[src/hw/wt_timer_params.svh]
// constants, offsets and reset values of the week timer
`ifndef WT_TIMER_PARAMS_SVH
`define WT_TIMER_PARAMS_SVH

// ==========================================================
// register offsets
`define WT_OFS_SECS     8'h04
`define WT_OFS_THRESH   8'h08
`define WT_OFS_PRESC    8'h0C
`define WT_OFS_SEL      8'h10

// ==========================================================
// reset values and fixed values
`define WT_RST_SECS     28'h0000000
`define WT_RST_THRESH   28'h0FFFFFF
`define WT_RST_SEL      4'h0
`define WT_PRESC_ZERO   15'h0000
`define WT_PRESC_ONE    15'h0001
`define WT_PRESC_FULL   15'h7FFF
`define WT_SEL_OFF      4'h0
`define WT_SEL_MAX      4'hF
`define WT_SECS_MSB     27
`define WT_SEL_MSB      3
`define WT_RDATA_ZERO   32'h00000000
`define WT_PAD_SECS     4'h0
`define WT_PAD_PRESC    17'h00000
`define WT_PAD_SEL      28'h0000000

`endif

[src/hw/wt_timer_pkg.sv]
// types shared by the week timer modules
package wt_timer_pkg;

	typedef logic [14:0] wt_presc_type;
	typedef logic [27:0] wt_secs_type;
	typedef logic [3:0]  wt_sel_type;

	typedef struct packed {
		logic [2:0] stage;
		logic       level;
		logic       tick;
	} wt_sync_type;

	typedef struct packed {
		wt_presc_type presc;
		wt_secs_type  secs;
		wt_secs_type  thresh;
		wt_sel_type   sel;
		logic         alarm;
		logic         powerup;
		logic         frac;
		logic [31:0]  rdata;
		logic         rvalid;
	} wt_state_type;

endpackage

[src/hw/wt_tick_sync.sv]
// synchroniser and rising-edge tick for the 32.768 kHz input
`timescale 1ns/100ps
`include "wt_timer_params.svh"

module wt_tick_sync
	import wt_timer_pkg::*;
(
	// clock and reset
	input  wire logic core_clk,
	input  wire logic reset_n,
	// slow clock pin
	input  wire logic osc_32k,
	// one-cycle tick on each rising edge
	output logic      tick_ff
);

	wt_sync_type q_ff;
	wt_sync_type nxt_q;

	// ==========================================================
	// three-stage sync, level moves when stages two and three agree
	always_comb begin
		nxt_q = q_ff;
		nxt_q.stage = {q_ff.stage[1:0], osc_32k};
		nxt_q.tick = 1'b0;
		if (q_ff.stage[1] == q_ff.stage[2] &&
		    q_ff.stage[2] != q_ff.level) begin
			nxt_q.level = q_ff.stage[2];
			nxt_q.tick = q_ff.stage[2];
		end
	end

	always_ff @(posedge core_clk) begin
		if (!reset_n) begin
			q_ff <= '0;
		end else begin
			q_ff <= nxt_q;
		end
	end

	assign tick_ff = q_ff.tick;

endmodule

[src/hw/wt_week_timer.sv]
// week timer: prescaler, seconds count, alarm and sub-second events
`timescale 1ns/100ps
`include "wt_timer_params.svh"

module wt_week_timer
	import wt_timer_pkg::*;
(
	// clock and reset
	input  wire logic        core_clk,
	input  wire logic        reset_n,
	// slow clock pin and run control
	input  wire logic        osc_32k,
	input  wire logic        count_run_bit,
	// register port
	input  wire logic        bus_req,
	input  wire logic        bus_wr,
	input  wire logic [7:0]  bus_addr,
	input  wire logic [31:0] bus_wdata,
	output logic      [31:0] bus_rdata_ff,
	output logic             bus_rvalid_ff,
	// events
	output logic             week_alarm_irq_ff,
	output logic             week_powerup_evt_ff,
	output logic             fraction_tick_evt_ff
);

	wt_state_type q_ff;
	wt_state_type nxt_q;
	logic         tick;
	logic         wr_secs;
	logic         wr_thresh;
	logic         wr_sel;
	logic         rd_presc;

	// ==========================================================
	// slow clock tick
	wt_tick_sync u_sync (
		.core_clk (core_clk),
		.reset_n  (reset_n),
		.osc_32k  (osc_32k),
		.tick_ff  (tick)
	);

	// ==========================================================
	// helpers
	function automatic logic fraction_hit(
		input wt_sel_type   sel,
		input wt_presc_type p
	);
		wt_presc_type mask;
		mask = `WT_PRESC_FULL >> sel;
		fraction_hit = (sel != `WT_SEL_OFF) &&
		               ((p & mask) == `WT_PRESC_ZERO);
	endfunction

	function automatic logic [31:0] read_mux(
		input logic [7:0]   addr,
		input wt_state_type s
	);
		read_mux = `WT_RDATA_ZERO;
		unique case (addr)
			`WT_OFS_SECS:   read_mux = {`WT_PAD_SECS, s.secs};
			`WT_OFS_THRESH: read_mux = {`WT_PAD_SECS, s.thresh};
			`WT_OFS_PRESC:  read_mux = {`WT_PAD_PRESC, s.presc};
			`WT_OFS_SEL:    read_mux = {`WT_PAD_SEL, s.sel};
			default:        read_mux = `WT_RDATA_ZERO;
		endcase
	endfunction

	assign wr_secs   = bus_req && bus_wr && bus_addr == `WT_OFS_SECS;
	assign wr_thresh = bus_req && bus_wr && bus_addr == `WT_OFS_THRESH;
	assign wr_sel    = bus_req && bus_wr && bus_addr == `WT_OFS_SEL;
	assign rd_presc  = bus_req && !bus_wr && bus_addr == `WT_OFS_PRESC;

	// ==========================================================
	// next state
	always_comb begin
		nxt_q = q_ff;
		nxt_q.frac = 1'b0;
		nxt_q.rvalid = 1'b0;
		if (!count_run_bit) begin
			nxt_q.presc = `WT_PRESC_ZERO;
		end else if (tick) begin
			nxt_q.presc = wt_presc_type'(q_ff.presc + `WT_PRESC_ONE);
			if (q_ff.presc == `WT_PRESC_ZERO) begin
				nxt_q.secs = wt_secs_type'(q_ff.secs + 1'b1);
			end
			nxt_q.frac = fraction_hit(q_ff.sel, nxt_q.presc);
		end
		// writes to secs, thresh and sel apply at once, any run state; prescaler writes are ignored
		if (wr_secs) begin
			nxt_q.secs = bus_wdata[`WT_SECS_MSB:0];
		end
		if (wr_thresh) begin
			nxt_q.thresh = bus_wdata[`WT_SECS_MSB:0];
		end
		if (wr_sel) begin
			nxt_q.sel = bus_wdata[`WT_SEL_MSB:0];
		end
		if (bus_req && !bus_wr) begin
			nxt_q.rvalid = 1'b1;
			nxt_q.rdata = read_mux(bus_addr, q_ff);
		end
		nxt_q.alarm = nxt_q.secs >= nxt_q.thresh;
		nxt_q.powerup = nxt_q.secs >= nxt_q.thresh;
	end

	always_ff @(posedge core_clk) begin
		if (!reset_n) begin
			q_ff <= '{presc: `WT_PRESC_ZERO, secs: `WT_RST_SECS,
			          thresh: `WT_RST_THRESH, sel: `WT_RST_SEL,
			          alarm: 1'b0, powerup: 1'b0, frac: 1'b0,
			          rdata: `WT_RDATA_ZERO, rvalid: 1'b0};
		end else begin
			q_ff <= nxt_q;
		end
	end

	assign bus_rdata_ff         = q_ff.rdata;
	assign bus_rvalid_ff        = q_ff.rvalid;
	assign week_alarm_irq_ff    = q_ff.alarm;
	assign week_powerup_evt_ff  = q_ff.powerup;
	assign fraction_tick_evt_ff = q_ff.frac;

	// ==========================================================
	// checks
	presc_hold_a: assert property (
		@(posedge core_clk) disable iff (!reset_n)
		!count_run_bit |=> q_ff.presc == `WT_PRESC_ZERO)
		else $error("prescaler not held at zero");

	secs_step_a: assert property (
		@(posedge core_clk) disable iff (!reset_n)
		count_run_bit && tick && q_ff.presc == `WT_PRESC_ZERO &&
		!wr_secs |=> q_ff.secs == wt_secs_type'($past(q_ff.secs) + 1'b1))
		else $error("seconds did not step");

	secs_at_one_a: assert property (
		@(posedge core_clk) disable iff (!reset_n)
		$changed(q_ff.secs) && !$past(wr_secs)
		|-> q_ff.presc == `WT_PRESC_ONE)
		else $error("seconds stepped off the 0 to 1 edge");

	secs_hold_a: assert property (
		@(posedge core_clk) disable iff (!reset_n)
		!count_run_bit && !wr_secs |=> $stable(q_ff.secs))
		else $error("seconds moved while stopped");

	alarm_level_a: assert property (
		@(posedge core_clk) disable iff (!reset_n)
		week_alarm_irq_ff == (q_ff.secs >= q_ff.thresh) &&
		week_powerup_evt_ff == week_alarm_irq_ff)
		else $error("alarm does not follow compare");

	presc_read_a: assert property (
		@(posedge core_clk) disable iff (!reset_n)
		rd_presc |=> bus_rvalid_ff &&
		bus_rdata_ff == {`WT_PAD_PRESC, $past(q_ff.presc)})
		else $error("prescaler read wrong");

	frac_off_a: assert property (
		@(posedge core_clk) disable iff (!reset_n)
		q_ff.sel == `WT_SEL_OFF |=> !fraction_tick_evt_ff)
		else $error("sub-second event while disabled");

	frac_full_a: assert property (
		@(posedge core_clk) disable iff (!reset_n)
		q_ff.sel == `WT_SEL_MAX && count_run_bit && tick
		|=> fraction_tick_evt_ff ##1 !fraction_tick_evt_ff)
		else $error("fastest sub-second event missing");

	thresh_write_a: assert property (
		@(posedge core_clk) disable iff (!reset_n)
		wr_thresh |=> q_ff.thresh == $past(bus_wdata[`WT_SECS_MSB:0]))
		else $error("threshold write lost");

	secs_write_a: assert property (
		@(posedge core_clk) disable iff (!reset_n)
		wr_secs |=> q_ff.secs == $past(bus_wdata[`WT_SECS_MSB:0]))
		else $error("seconds write lost");

	sel_write_a: assert property (
		@(posedge core_clk) disable iff (!reset_n)
		wr_sel |=> q_ff.sel == $past(bus_wdata[`WT_SEL_MSB:0]))
		else $error("rate select write lost");

	read_pulse_a: assert property (
		@(posedge core_clk) disable iff (!reset_n)
		bus_req && !bus_wr |=> bus_rvalid_ff)
		else $error("read answer missing");

	no_read_a: assert property (
		@(posedge core_clk) disable iff (!reset_n)
		!(bus_req && !bus_wr) |=> !bus_rvalid_ff)
		else $error("read answer without a read");

	secs_read_a: assert property (
		@(posedge core_clk) disable iff (!reset_n)
		bus_req && !bus_wr && bus_addr == `WT_OFS_SECS
		|=> bus_rdata_ff == {`WT_PAD_SECS, $past(q_ff.secs)})
		else $error("seconds read wrong");

	presc_step_a: assert property (
		@(posedge core_clk) disable iff (!reset_n)
		count_run_bit && tick |=> q_ff.presc ==
		wt_presc_type'($past(q_ff.presc) + `WT_PRESC_ONE))
		else $error("prescaler did not step");

	presc_still_a: assert property (
		@(posedge core_clk) disable iff (!reset_n)
		count_run_bit && !tick |=> $stable(q_ff.presc))
		else $error("prescaler moved without a tick");

	frac_align_a: assert property (
		@(posedge core_clk) disable iff (!reset_n)
		fraction_tick_evt_ff |-> (q_ff.presc &
		(`WT_PRESC_FULL >> $past(q_ff.sel))) == `WT_PRESC_ZERO)
		else $error("sub-second event off the rate boundary");

	frac_single_a: assert property (
		@(posedge core_clk) disable iff (!reset_n)
		fraction_tick_evt_ff |=> !fraction_tick_evt_ff)
		else $error("sub-second event longer than one cycle");

	frac_stopped_a: assert property (
		@(posedge core_clk) disable iff (!reset_n)
		!count_run_bit |=> !fraction_tick_evt_ff)
		else $error("sub-second event while stopped");

endmodule

[config.mk]
export PLATFORM = sky130hd
export DESIGN_NAME = wt_week_timer
export DESIGN_NICKNAME = d
export VERILOG_FILES = /design/src/hw/wt_timer_pkg.sv /design/src/hw/wt_tick_sync.sv /design/src/hw/wt_week_timer.sv
export VERILOG_INCLUDE_DIRS = /design/src /design/src/hw
export SDC_FILE = /design/constraint.sdc
export NUM_CORES = 1
export LEC_CHECK = 0
export BUFFER_PORTS_ARGS = -buffer_cell sky130_fd_sc_hd__buf_2
export CORE_ASPECT_RATIO = 0.9
export CORE_MARGIN = 10
export CORE_UTILIZATION = 30
export CTS_CLUSTER_SIZE = 40
export DETAILED_ROUTE_END_ITERATION = 8
export SYNTH_ARGS = -nofsm -noshare
export SYNTH_HDL_FRONTEND = slang
export SYNTH_SLANG_ARGS = --single-unit
[constraint.sdc]
create_clock -name core_clk -period 4.64 [get_ports core_clk]
set_input_delay 0.464 -clock core_clk [delete_from_list [all_inputs] [get_ports core_clk]]
set_output_delay 0.464 -clock core_clk [all_outputs]
set_load 0.05 [all_outputs]
==> summary.txt <==
Worst setup path
  – Crit path max-delay cell type: nor4_4
  – CP Capture Type: register
  – Worst path max stage delay: 0.46 ns
  – CP Class: register to register
  – Crit-path max FO: 7
  – Worst Path Required: about 5 ns
  – WP data arrival: 3.89 ns
  – CP Cell Sequence: inv_1, ha_1, and4bb_1, nand3_1, nor4_4, nand4_1, xor2_1, a21oi_1, ha_1, a21o_1, a21o_1, a21oi_1, o21ai_0, a2bb2oi_1, o21ai_0
  – Setup crit start kind: register

Yosys
  – Top FF cell, synth: dfxtp_1
  – Synth top area share: 0.346
  – Post-synth EDFFs: 0
  – Leading area contributor after synthesis: dfxtp_1
  – Post-synthesis register bit count: about 110
  – Cells after synthesis: 759
  – FFs w/ async S/R, synth: 0
  – Distinct cells, synth: 53
  – Syn_area_per_cell: ~8.5 sq um
  – Synth cell count leaders: dfxtp_1 (111), nor2_1 (85), nand2_1 (69), a21oi_1 (45)
  – Most frequent cell after synthesis: dfxtp_1
  – Warnings, synthesis: 0
  – Netlist Area Pre-Place: 6420 sq um
  – Sequential share of the synthesized area: 0.346
  – Largest cells by area after synthesis: dfxtp_1 (35%), ha_1 (6.0%), mux2i_1 (5.3%)

Route
  – 1st-iter DRT viols: 383
  – DRT Wirelength: between 15000 and 20000 um
  – Drt drc: 0
  – Routed len/inst: 16.5 um
  – Vias: 5281
  – Final antenna-violating net count: 0
  – Via density: 4.94
  – First-pass DRT Iterations: 5

Placement
  – Placed cells: 1051
  – RD Place Congestion: slightly above 0.8
  – Number of I/O port buffers: 73
  – Hpwl dp: 13500 um
  – Placed inst area: 6790 sq um

Floorplan
  – Number of top-level pins: 82
  – Core Rows: 50
  – Core Box Area: around 21000 sq um
  – Die X: between 150 and 200 um
  – Starting Density: 0.307
  – Die Span Y: approximately 160 um
  – Die area: around 28000 sq um

Clock network
  – Post-CTS sizing: 0
  – Root buf cell: clkbuf_16
  – Clk slew on worst S/H paths: about 0.080 ns
  – Post-CTS Setup Inserts: 0
  – Hold_buf cts: 0
  – CTS max path bufs: 2
  – CTS Sinks: 111
  – Inserted Clock Buffers: 9
  – Latest clock arrival within the worst-skew pair: 0.36 ns
  – H-tree depth: 3
  – CTS tree: built

Layout
  – Fill cell count: 2217
  – Final core area utilization: 0.338
  – Layout area overhead: 10.2%
  – Fraction of layout cells with a size suffix above 1: 0.159
  – Final std cells w/o fill: 1069
  – Final Instance Area: 7080 sq um
  – Fin nets: 853

STA
  – RSZ-0062 raised after global routing: false
  – Max Transition Viols Final: 0
  – Min Tclk post-route: about 3.6 ns
  – Period Utilization, post-route: 0.785
  – Final setup vio count: 0
  – Final setup skew: 0.00939 ns
  – Worst-margin pin slew: 1.09 ns
  – Final setup TNS: 0 ns
  – Endpoints failing hold: 0
  – Slew Limit Headroom: 0.271
  – FMAX: between 200 and 300 MHz

Pwr
  – PD cells: 253 nW/um^2
  – Leak: 0.00276 uW
  – Final total power: 1790 uW
  – Max IR drop VDD: 0.179 mV

Run
  – Max-Cap Viols: 0

Global routing
  – Total track usage: 0.125
  – Global-route wire length before repair: 28000 um
  – Total gr overflow: 0
  – Vias in the first global route: 4906
  – Initial antenna violation count: 4
  – Largest net degree at the start of global routing: 50

Hold path
  – Worst Hold Class: input port to register

Status
  – Status: completed
==> stage by stage <==
stage | setup slack, ns | hold slack (ns)
after floorplan | 1.21 | 0.412
after global placement | 0.776 | 0.413
after detailed placement | 0.761 | 0.424
after CTS | 1.03 | 0.306
after global routing | 0.729 | 0.313
final | 0.997 | 0.309
==> placed cells by master (no fill, tap or decap), types with 3 or more instances in the layout <==
master,count
buf_2,73
o21ai_0,16
and2_1,29
a22oi_1,25
a21o_1,8
a221oi_1,5
o21ai_1,17
inv_1,7
clkbuf_16,9
ha_1,31
nor4_4,3
nor2_1,85
nor4_1,3
mux2_2,12
nand2_1,69
buf_4,8
xor2_1,30
xnor2_1,18
nand4_1,25
a21oi_1,45
nand3_1,23
a22o_1,4
mux2i_1,34
or3_1,5
clkinvlp_4,4
conb_1,4
a211oi_1,20
dfxtp_1,111
nor3_1,8
and3_1,10
nor2b_1,3
and4_1,4
==> routing by layer <==
layer	GRT usage	share of wire	up-vias
met5	0	0.00074	-
met4	0.0361	0.012	2
met3	0.0348	0.058	15
met2	0.172	0.40	117
met1	0.184	0.53	2449
li1	-	-	2698
==> sequential cells by signal, indices dropped and copies added, names as in the netlist <==
signal,flops
fraction_tick_evt_ff,1
u_sync.nxt_q,2
bus_rdata_ff,28
u_sync.tick_ff,1
q_ff,75
bus_rvalid_ff,1
u_sync.q_ff,2
week_powerup_evt_ff,1
==> layout make-up <==
type | count | area, sq um | area share
tap | 286 | 358 | 0.0506
inverter | 7 | 26.3 | 0.00371
antenna | 2 | 5.00 | 0.000707
clock buffer | 9 | 225 | 0.0318
multi-input combinational | 565 | 3740 | 0.528
clock inverter | 7 | 56.3 | 0.00795
sequential | 111 | 2220 | 0.314
timing repair buffer | 82 | 445 | 0.0629
==> critical path, delay by kind of cell, from the launching register on <==
family,cells,cell delay [ns]
compound gates,7,1.02
xor+xnor,1,0.21
buf+inv,1,0.12
simple gates,4,1.21
fa+ha+maj,2,0.55
flops,1,0.41
==> cell families (layout without fill, tap and decap cells) <==
group | after synthesis | after routing | synth area share
xor gates and xnor gates | 48 | 48 | 0.0654
buffers and inverters | 86 | 105 | 0.0759
DFF | 111 | 111 | 0.346
other | 1 | 6 | 0.000584
and+or+nand+nor | 284 | 284 | 0.227
muxes | 47 | 47 | 0.0758
adders and majority gates | 31 | 31 | 0.0604
AOI/OAI and AO/OA | 151 | 151 | 0.149
==> path summary, 6_finish.rpt <==
path	startpoint	endpoint	cells past startpoint	slack, ns
min	osc_32k	u_sync.nxt_q[3]	2	0.31
max reg2reg	q_ff[96]	week_powerup_evt_ff	15	1.0
max	q_ff[96]	week_powerup_evt_ff	15	1.0
min reg2reg	u_sync.nxt_q[3]	u_sync.nxt_q[4]	1	0.43
==> where the power goes <==
| group | internal, uW | switching (uW) |
|---|---|---|
| clock | 369 | 377 |
| combinational | 26.9 | 65.9 |
| sequential | 954 | 1.50 |
| total | 1350 | 444 |
(Power assumes the default switching activity.)
